<file path="config.mk">
export PLATFORM = sky130hd
export DESIGN_NAME = timer_block_regs
export DESIGN_NICKNAME = d
export VERILOG_FILES = /design/src/rtl/timer_block_pkg.sv /design/src/rtl/ext_clock_router.sv /design/src/rtl/timer_block_regs.sv
export SDC_FILE = /design/constraint.sdc
export NUM_CORES = 1
export LEC_CHECK = 0
export BUFFER_PORTS_ARGS = -buffer_cell sky130_fd_sc_hd__buf_2
export CORE_MARGIN = 2
export CORE_UTILIZATION = 35
export DETAILED_ROUTE_END_ITERATION = 6
export PLACE_DENSITY = 0.58
export RECOVER_POWER = 100
export SYNTH_ARGS = -nofsm -noshare
export SYNTH_HDL_FRONTEND = slang
export SYNTH_SLANG_ARGS = --single-unit
</file>
<file path="constraint.sdc">
create_clock -name clk -period 4.5 [get_ports clk]
set_input_delay 0.45 -clock clk [delete_from_list [all_inputs] [get_ports clk]]
set_output_delay 0.45 -clock clk [all_outputs]
set_load 0.005 [all_outputs]
</file>
<file path="src/rtl/timer_block_pkg.sv">
// Constants and carrier types for the timer block register logic.
// Assumes a 32-bit AXI4-Lite register bus and three counter channels.
package timer_block_pkg;

  // Register byte offsets; channel n adds n times the channel stride
  localparam logic [7:0] CHAN_STRIDE = 8'h40;
  localparam logic [7:0] IRQ_ENABLE_OFS = 8'h24;
  localparam logic [7:0] IRQ_DISABLE_OFS = 8'h28;
  localparam logic [7:0] IRQ_MASK_OFS = 8'h2c;
  localparam logic [7:0] STATUS_OFS = 8'h20;
  localparam logic [7:0] BLOCK_CONTROL_OFS = 8'hc0;
  localparam logic [7:0] BLOCK_MODE_OFS = 8'hc4;
  localparam logic [7:0] CAPABILITY_OFS = 8'hf8;
  localparam logic [7:0] REVISION_OFS = 8'hfc;

  // Field positions and widths
  localparam int EVENT_BITS = 8;
  localparam int SYNC_BIT = 0;
  localparam int LINE0_SEL_LSB = 0;
  localparam int LINE1_SEL_LSB = 2;
  localparam int LINE2_SEL_LSB = 4;
  localparam int BRIDGE_BIT = 9;
  localparam int UPDOWN_BIT = 8;
  localparam int VARIANT_LSB = 16;

  // Reset values
  localparam logic [7:0] MASK_RESET = 8'h00;
  localparam logic [5:0] MODE_RESET = 6'h00;

  // Capability and revision contents; revision values are arbitrary
  localparam logic [7:0] COUNTER_WIDTH = 8'h10;
  localparam logic [11:0] REVISION_NUMBER = 12'h123;
  localparam logic [3:0] VARIANT_NUMBER = 4'h0;

  // AXI responses
  localparam logic [1:0] RESP_OKAY = 2'h0;
  localparam logic [1:0] RESP_SLVERR = 2'h2;

  // External clock line selector codes
  typedef enum logic [1:0] {
    SEL_PIN = 2'h0,
    SEL_NONE = 2'h1,
    SEL_WAVE_LO = 2'h2,
    SEL_WAVE_HI = 2'h3
  } line_sel_type;

  // Per-channel event flags, bit 7 to bit 0
  typedef struct packed {
    logic extTriggerEvent;
    logic loadBEvent;
    logic loadAEvent;
    logic compareCEvent;
    logic compareBEvent;
    logic compareAEvent;
    logic loadOverrunEvent;
    logic overflowEvent;
  } event_flags_type;

  // Pin and waveform lines seen by the clock router
  typedef struct packed {
    logic [2:0] clockPin;
    logic [2:0] waveA;
  } clock_sources_type;

endpackage : timer_block_pkg

</file>
<file path="src/rtl/ext_clock_router.sv">
// External clock line routing for three channels.
// Assumes pin inputs are already synchronised by the caller.
module ext_clock_router (
  // Selector codes
  input wire logic [5:0] lineSel,
  // Sources
  input wire timer_block_pkg::clock_sources_type sources,
  // Routed lines
  output logic [2:0] extLine
);

  // One selector, picking pin, nothing or one of two waveforms
  function automatic logic pickLine(input logic [1:0] code, input logic pin,
                                    input logic waveLo, input logic waveHi);
    case (code)
      timer_block_pkg::SEL_PIN: pickLine = pin;
      timer_block_pkg::SEL_WAVE_LO: pickLine = waveLo;
      timer_block_pkg::SEL_WAVE_HI: pickLine = waveHi;
      default: pickLine = 1'b0;
    endcase
  endfunction : pickLine

  wire logic [1:0] sel0 = lineSel[timer_block_pkg::LINE0_SEL_LSB +: 2];
  wire logic [1:0] sel1 = lineSel[timer_block_pkg::LINE1_SEL_LSB +: 2];
  wire logic [1:0] sel2 = lineSel[timer_block_pkg::LINE2_SEL_LSB +: 2];

  // Line 0: pin 0, none, channel 1 wave, channel 2 wave
  assign extLine[0] = pickLine(sel0, sources.clockPin[0], sources.waveA[1],
                               sources.waveA[2]);
  // Line 1: pin 1, none, channel 0 wave, channel 2 wave
  assign extLine[1] = pickLine(sel1, sources.clockPin[1], sources.waveA[0],
                               sources.waveA[2]);
  // Line 2: pin 2, none, channel 0 wave, channel 1 wave
  assign extLine[2] = pickLine(sel2, sources.clockPin[2], sources.waveA[0],
                               sources.waveA[1]);

endmodule : ext_clock_router

</file>
<file path="src/rtl/timer_block_regs.sv">
// Block register logic of a three-channel timer: masks, sync, routing.
// Assumes channel cores supply event pulses and waveform A outputs.
module timer_block_regs #(
  parameter int CHANNELS = 3,
  parameter logic BRIDGE_KIND = 1'b1,
  parameter logic UPDOWN_PRESENT = 1'b0
) (
  // Clock and reset; each instance gets its own bus clock
  input wire logic clk,
  input wire logic rstn,
  // AXI4-Lite write address and data
  input wire logic [7:0] s_axi_awaddr,
  input wire logic s_axi_awvalid,
  output logic s_axi_awready,
  input wire logic [31:0] s_axi_wdata,
  input wire logic [3:0] s_axi_wstrb,
  input wire logic s_axi_wvalid,
  output logic s_axi_wready,
  // AXI4-Lite write response
  output logic [1:0] s_axi_bresp,
  output logic s_axi_bvalid,
  input wire logic s_axi_bready,
  // AXI4-Lite read
  input wire logic [7:0] s_axi_araddr,
  input wire logic s_axi_arvalid,
  output logic s_axi_arready,
  output logic [31:0] s_axi_rdata,
  output logic [1:0] s_axi_rresp,
  output logic s_axi_rvalid,
  input wire logic s_axi_rready,
  // Channel event pulses and waveform outputs
  input wire timer_block_pkg::event_flags_type [2:0] eventPulse,
  input wire logic [2:0] waveA,
  // Clock pins from outside
  input wire logic [2:0] clockPin,
  // Per-channel counter clock select, from channel mode logic
  input wire logic [8:0] counterClockSelect,
  // Outputs to channels
  output logic syncTrigger,
  output logic [2:0] extLine,
  output logic [2:0] extClockPick,
  output logic [2:0] chanIrq
);

  // Elaboration check: the decode serves exactly three channels
  if (CHANNELS != 3) begin : g_bad_channels
    $error("timer_block_regs serves exactly three channels");
  end

  // Reset release through two flops
  logic rstSync1_ff;
  logic rstSync2_ff;
  always_ff @(posedge clk or negedge rstn) begin
    if (!rstn) begin
      rstSync1_ff <= 1'b0;
      rstSync2_ff <= 1'b0;
    end else begin
      rstSync1_ff <= 1'b1;
      rstSync2_ff <= rstSync1_ff;
    end
  end
  wire logic rstnInt = rstSync2_ff;

  // Clock pins pass two flops before routing
  logic [2:0] pinMeta_ff;
  logic [2:0] pinSync_ff;
  always_ff @(posedge clk or negedge rstnInt) begin
    if (!rstnInt) begin
      pinMeta_ff <= 3'h0;
      pinSync_ff <= 3'h0;
    end else begin
      pinMeta_ff <= clockPin;
      pinSync_ff <= pinMeta_ff;
    end
  end

  // Write channel capture: address and data in either order
  logic [7:0] awAddr_ff;
  logic awHeld_ff;
  logic [31:0] wData_ff;
  logic [3:0] wStrb_ff;
  logic wHeld_ff;
  logic bValid_ff;
  logic [1:0] bResp_ff;

  assign s_axi_awready = !awHeld_ff && !bValid_ff;
  assign s_axi_wready = !wHeld_ff && !bValid_ff;
  wire logic awTake = s_axi_awvalid && s_axi_awready;
  wire logic wTake = s_axi_wvalid && s_axi_wready;
  wire logic writeFire = awHeld_ff && wHeld_ff && !bValid_ff;

  always_ff @(posedge clk or negedge rstnInt) begin
    if (!rstnInt) begin
      awAddr_ff <= 8'h00;
      awHeld_ff <= 1'b0;
      wData_ff <= 32'h0000_0000;
      wStrb_ff <= 4'h0;
      wHeld_ff <= 1'b0;
    end else begin
      if (awTake) begin
        awAddr_ff <= s_axi_awaddr;
        awHeld_ff <= 1'b1;
      end else if (writeFire) begin
        awHeld_ff <= 1'b0;
      end
      if (wTake) begin
        wData_ff <= s_axi_wdata;
        wStrb_ff <= s_axi_wstrb;
        wHeld_ff <= 1'b1;
      end else if (writeFire) begin
        wHeld_ff <= 1'b0;
      end
    end
  end

  // Register decode for a channel-relative offset
  function automatic logic chanHit(input logic [7:0] addr,
                                   input logic [7:0] ofs, input int ch);
    logic [7:0] base;
    base = ofs + 8'(ch) * timer_block_pkg::CHAN_STRIDE;
    chanHit = (addr == base);
  endfunction : chanHit

  // Write decode
  logic [2:0] wrEnable;
  logic [2:0] wrDisable;
  always_comb begin
    for (int c = 0; c < 3; c++) begin
      wrEnable[c] = writeFire
        && chanHit(awAddr_ff, timer_block_pkg::IRQ_ENABLE_OFS, c);
      wrDisable[c] = writeFire
        && chanHit(awAddr_ff, timer_block_pkg::IRQ_DISABLE_OFS, c);
    end
  end
  wire logic wrControl = writeFire
    && (awAddr_ff == timer_block_pkg::BLOCK_CONTROL_OFS);
  wire logic wrMode = writeFire
    && (awAddr_ff == timer_block_pkg::BLOCK_MODE_OFS);
  wire logic wrKnown = (|wrEnable) || (|wrDisable) || wrControl || wrMode;
  wire logic lowLane = wStrb_ff[0];

  // Write response
  always_ff @(posedge clk or negedge rstnInt) begin
    if (!rstnInt) begin
      bValid_ff <= 1'b0;
      bResp_ff <= timer_block_pkg::RESP_OKAY;
    end else if (writeFire) begin
      bValid_ff <= 1'b1;
      bResp_ff <= wrKnown ? timer_block_pkg::RESP_OKAY
                          : timer_block_pkg::RESP_SLVERR;
    end else if (s_axi_bready) begin
      bValid_ff <= 1'b0;
    end
  end
  assign s_axi_bvalid = bValid_ff;
  assign s_axi_bresp = bResp_ff;

  // Interrupt masks, set and cleared bitwise by write-one
  logic [7:0] mask_ff [3];
  always_ff @(posedge clk or negedge rstnInt) begin
    if (!rstnInt) begin
      for (int c = 0; c < 3; c++) begin
        mask_ff[c] <= timer_block_pkg::MASK_RESET;
      end
    end else begin
      for (int c = 0; c < 3; c++) begin
        if (wrEnable[c] && lowLane) begin
          mask_ff[c] <= mask_ff[c] | wData_ff[7:0];
        end else if (wrDisable[c] && lowLane) begin
          mask_ff[c] <= mask_ff[c] & ~wData_ff[7:0];
        end
      end
    end
  end

  // Block mode: external line selectors
  logic [5:0] mode_ff;
  always_ff @(posedge clk or negedge rstnInt) begin
    if (!rstnInt) begin
      mode_ff <= timer_block_pkg::MODE_RESET;
    end else if (wrMode && lowLane) begin
      mode_ff <= wData_ff[5:0];
    end
  end

  // Sync pulse to every channel in the write cycle
  assign syncTrigger = wrControl && lowLane
    && wData_ff[timer_block_pkg::SYNC_BIT];

  // Read channel
  logic rValid_ff;
  logic [31:0] rData_ff;
  logic [1:0] rResp_ff;
  assign s_axi_arready = !rValid_ff;
  wire logic arTake = s_axi_arvalid && s_axi_arready;

  logic [2:0] rdStatus;
  logic [2:0] rdMask;
  always_comb begin
    for (int c = 0; c < 3; c++) begin
      rdStatus[c] = arTake
        && chanHit(s_axi_araddr, timer_block_pkg::STATUS_OFS, c);
      rdMask[c] = chanHit(s_axi_araddr, timer_block_pkg::IRQ_MASK_OFS, c);
    end
  end

  // Pending flags: set wins over clear-on-read
  logic [7:0] flags_ff [3];
  always_ff @(posedge clk or negedge rstnInt) begin
    if (!rstnInt) begin
      for (int c = 0; c < 3; c++) begin
        flags_ff[c] <= 8'h00;
      end
    end else begin
      for (int c = 0; c < 3; c++) begin
        flags_ff[c] <= (rdStatus[c] ? 8'h00 : flags_ff[c])
          | eventPulse[c];
      end
    end
  end

  // Capability and revision words
  wire logic [31:0] capWord = {22'h0, BRIDGE_KIND, UPDOWN_PRESENT,
                               timer_block_pkg::COUNTER_WIDTH};
  wire logic [31:0] revWord = {12'h0, timer_block_pkg::VARIANT_NUMBER,
                               4'h0, timer_block_pkg::REVISION_NUMBER};

  // Read mux
  logic [31:0] rdWord;
  logic rdKnown;
  always_comb begin
    rdWord = 32'h0000_0000;
    rdKnown = 1'b0;
    for (int c = 0; c < 3; c++) begin
      if (rdMask[c]) begin
        rdWord = {24'h0, mask_ff[c]};
        rdKnown = 1'b1;
      end
      if (chanHit(s_axi_araddr, timer_block_pkg::STATUS_OFS, c)) begin
        rdWord = {24'h0, flags_ff[c]};
        rdKnown = 1'b1;
      end
    end
    if (s_axi_araddr == timer_block_pkg::BLOCK_MODE_OFS) begin
      rdWord = {26'h0, mode_ff};
      rdKnown = 1'b1;
    end
    if (s_axi_araddr == timer_block_pkg::CAPABILITY_OFS) begin
      rdWord = capWord;
      rdKnown = 1'b1;
    end
    if (s_axi_araddr == timer_block_pkg::REVISION_OFS) begin
      rdWord = revWord;
      rdKnown = 1'b1;
    end
  end

  always_ff @(posedge clk or negedge rstnInt) begin
    if (!rstnInt) begin
      rValid_ff <= 1'b0;
      rData_ff <= 32'h0000_0000;
      rResp_ff <= timer_block_pkg::RESP_OKAY;
    end else if (arTake) begin
      rValid_ff <= 1'b1;
      rData_ff <= rdWord;
      rResp_ff <= rdKnown ? timer_block_pkg::RESP_OKAY
                          : timer_block_pkg::RESP_SLVERR;
    end else if (s_axi_rready) begin
      rValid_ff <= 1'b0;
    end
  end
  assign s_axi_rvalid = rValid_ff;
  assign s_axi_rdata = rData_ff;
  assign s_axi_rresp = rResp_ff;

  // Interrupt request per channel
  always_comb begin
    for (int c = 0; c < 3; c++) begin
      chanIrq[c] = |(flags_ff[c] & mask_ff[c]);
    end
  end

  // External clock routing; combinational, only the pin flops run on this instance's bus clock
  timer_block_pkg::clock_sources_type routeSrc;
  assign routeSrc = '{clockPin: pinSync_ff, waveA: waveA};
  ext_clock_router router (
    .lineSel(mode_ff),
    .sources(routeSrc),
    .extLine(extLine)
  );

  // Codes 5..7 of a channel clock select pick lines 0..2
  always_comb begin
    for (int c = 0; c < 3; c++) begin
      case (counterClockSelect[c*3 +: 3])
        3'h5: extClockPick[c] = extLine[0];
        3'h6: extClockPick[c] = extLine[1];
        3'h7: extClockPick[c] = extLine[2];
        default: extClockPick[c] = 1'b0;
      endcase
    end
  end
endmodule : timer_block_regs

</file>
==> flow_summary.ini <==
[layout]
stdcell_area_mm2 = 0.00554
final_core_util_pct = 41.8
diodes = 0
area_growth_pct = 16.9
drive_above_1_share_pct = 24.0
nets = 642

[power]
max-vdd-ir-drop_mv = 0.253
p_leak_nw = 2.37
power_mw = 2.36
power.density_mw_per_mm2 = 427

[clock_network]
clk_latency_ps = 350
post_cts_resized = 0
tritoncts = done
cts_sinks = 95
clk_path_buf_depth = 2
htree_levels = 3
numCtsBuffers = 9
cts_root_buf = clkbuf_16
path_clk_slew_ps = 60

[worst_setup_path]
cp.required_ps = 4740
cp_slowest_cell = clkbuf_1
worstSetupStartpointType = input port
cp_cell_sequence = clkbuf_1 > nand4_1 > o211a_2 > a32o_1 > a31o_1
crit_path_max_fanout = 26
path_delay_family = compound AO/OA/AOI/OAI gates
arrival_ps = 2730
max_stage_delay_ps = 790
end_kind = register
crit_buf_inv = 1
path_class = input port to register

[floorplanning]
dieArea_mm2 = 0.0145
boundaryPins = 149
num_rows = 42
die_w_um = 120
die_h_um = 120
coreArea_mm2 = 0.0132
start_util_pct = 35.8

[grt]
grt_pass1_vias = 3718
antenna_found_initial = 0
groute.usage.overall_pct = 17.9
grt_pass1_wl_um = 19900
grt_max_degree = 60
grt_overflow = 0

[detailed_routing]
firstDrtPassIters = 4
drtAntennaViolNets = 0
wirelength_um = 12400
drt_iter0_drc = 275
wire_per_inst_um = 17.2
viasPerCell = 5.20
drc_errors = 0
vias = 3769

[placed_design]
place.gp.congestion = 0.839
io_buffers = 97
post-dp-hpwl_um = 9370
pre_cts_ws_ps = 2210
placed_cell_area_mm2 = 0.00528

[yosys]
yosysUniqueCellTypes = 57
syn_area_per_cell_um2 = 10.5
synthesis.area_mm2 = 0.00474
yosysSeqAreaShare_pct = 50.2
synthArstFlopShare_pct = 100
ys_seq_elements = 95
ys.flop_type = dfrtp_1
ys_warn_count = 0
synth_enable_flop_cells = 0
syn-instance-count = 452

[sta]
final_hold_viol_count = 0
slew_viol_final = 60
fin_crit_ps = 2490
slew_headroom_pct = -55.5
rsz0062_at_grt = no
fmax_mhz = 401
fin_crit_sh_pct = 55.4
setup_violations = 0
tns_ps = 0
tightestPinTransition_ps = 2330
finalWorstSetupSlack_ps = 2010
fin_skew_ps = 7.66

[status]
status = finished, violations left
violations = max-capacitance violations, max-slew violations

[job]
cap_violations = 1

[min_path]
hold_path.class = input port to register
==> path summary, 6_finish.rpt <==
kind | slack (ps) | depth (start not counted) | endpoint | from
hold / removal | 200 | 1 | pinMeta_ff[2]$_DFF_PN0_ | clockPin[2]
hold reg to reg | 350 | 0 | pinSync_ff[2]$_DFF_PN0_ | pinMeta_ff[2]$_DFF_PN0_
max in group asynchronous | 2060 | 1 | mode_ff[1]$_DFFE_PN0P_ | rstSync2_ff$_DFF_PN0_
setup reg to reg | 2060 | 1 | mode_ff[1]$_DFFE_PN0P_ | rstSync2_ff$_DFF_PN0_
setup / recovery | 2010 | 5 | s_axi_rdata[7]$_DFFE_PN0P_ | s_axi_araddr[6]
min in group asynchronous | 420 | 2 | rstSync1_ff$_DFF_PN0_ | rstn
==> metrics by stage <==
step	hold slack (ps)	std cells
final	201	725
after global placement	234	708
after detailed placement	240	708
after CTS	182	725
after global routing	185	725
after floorplan	154	475
==> synthesized netlist by cell type (5+ instances only) <==
cell type / count / area share (%)
dfrtp_1: 95 / 50
nand2_1: 61 / 4.8
o21ai_0: 30 / 3.2
mux2_2: 28 / 6.7
a21o_1: 26 / 4.1
a22o_1: 25 / 4.6
buf_4: 24 / 3.8
nor2_1: 19 / 1.5
a22oi_1: 16 / 2.5
clkbuf_1: 11 / 0.87
nand4_1: 9 / 1.2
inv_1: 7 / 0.55
nand3_1: 7 / 0.74
mux2i_1: 6 / 1.3
nor2b_1: 6 / 0.79
buf_2: 5 / 0.53
nor3_1: 5 / 0.53
o22ai_1: 5 / 0.66
==> routing by layer <==
layer / global-route usage (%) / routed length [um]
met5: 0 / 0
met4: 6.98 / 157
met3: 5.09 / 858
met2: 28.5 / 5770
met1: 23.2 / 5650
==> report_power, final <==
| part | internal [mW] | switching (mW) |
|---|---|---|
| combinational | 0.243 | 0.212 |
| clock | 0.408 | 0.314 |
| sequential | 0.990 | 0.196 |
==> what timing repair did <==
item	4_1_cts	5_1_grt
hold buffers	1	0
hold endpoints to repair	2	0
setup buffers	0	0
==> kinds of logic (layout without fill, tap and decap cells) <==
family,count (synthesis),after routing,synth area share [%]
and+or+nand+nor,136,136,14.7
AOI/OAI and AO/OA,135,135,20.8
DFF,95,95,50.2
buffers and inverters,49,123,6.07
muxes,34,34,7.92
other,2,25,0.158
xor gates and xnor gates,1,1,0.185
==> cell type report <==
| cell class | count | area, um^2 |
|---|---|---|
| timing repair buffer | 99 | 482 |
| fill | 1324 | 7700 |
| clock inverter | 3 | 25.0 |
| tap | 176 | 220 |
| sequential | 95 | 2380 |
| clock buffer | 13 | 260 |
| inverter | 8 | 30.0 |
| multi-input combinational | 331 | 2140 |
==> layout by cell type, fill, tap and decap left out, types with 2 or more instances in the layout <==
| cell type | count |
|---|---|
| and2_1 | 2 |
| nand4b_1 | 3 |
| a2bb2oi_1 | 2 |
| o2111ai_1 | 4 |
| dfrtp_1 | 95 |
| mux2_2 | 28 |
| nor2b_1 | 6 |
| o21a_1 | 3 |
| nor2_1 | 19 |
| nand3_1 | 7 |
| clkbuf_1 | 19 |
| a21o_1 | 26 |
| nor4bb_1 | 2 |
| and3_1 | 2 |
| nand2_1 | 61 |
| nor4_1 | 2 |
| o211ai_1 | 4 |
| nor3b_1 | 4 |
| a31oi_1 | 4 |
| o22ai_1 | 5 |
| buf_2 | 77 |
| clkbuf_2 | 3 |
| clkbuf_8 | 2 |
| nor2_2 | 3 |
| a22oi_1 | 16 |
| mux2i_1 | 6 |
| a32o_1 | 2 |
| nand4_1 | 9 |
| nor3_1 | 5 |
| conb_1 | 25 |
| a22o_1 | 25 |
| inv_1 | 7 |
| clkbuf_16 | 9 |
| a32oi_1 | 4 |
| o21ai_0 | 30 |
(Power assumes the default switching activity.)
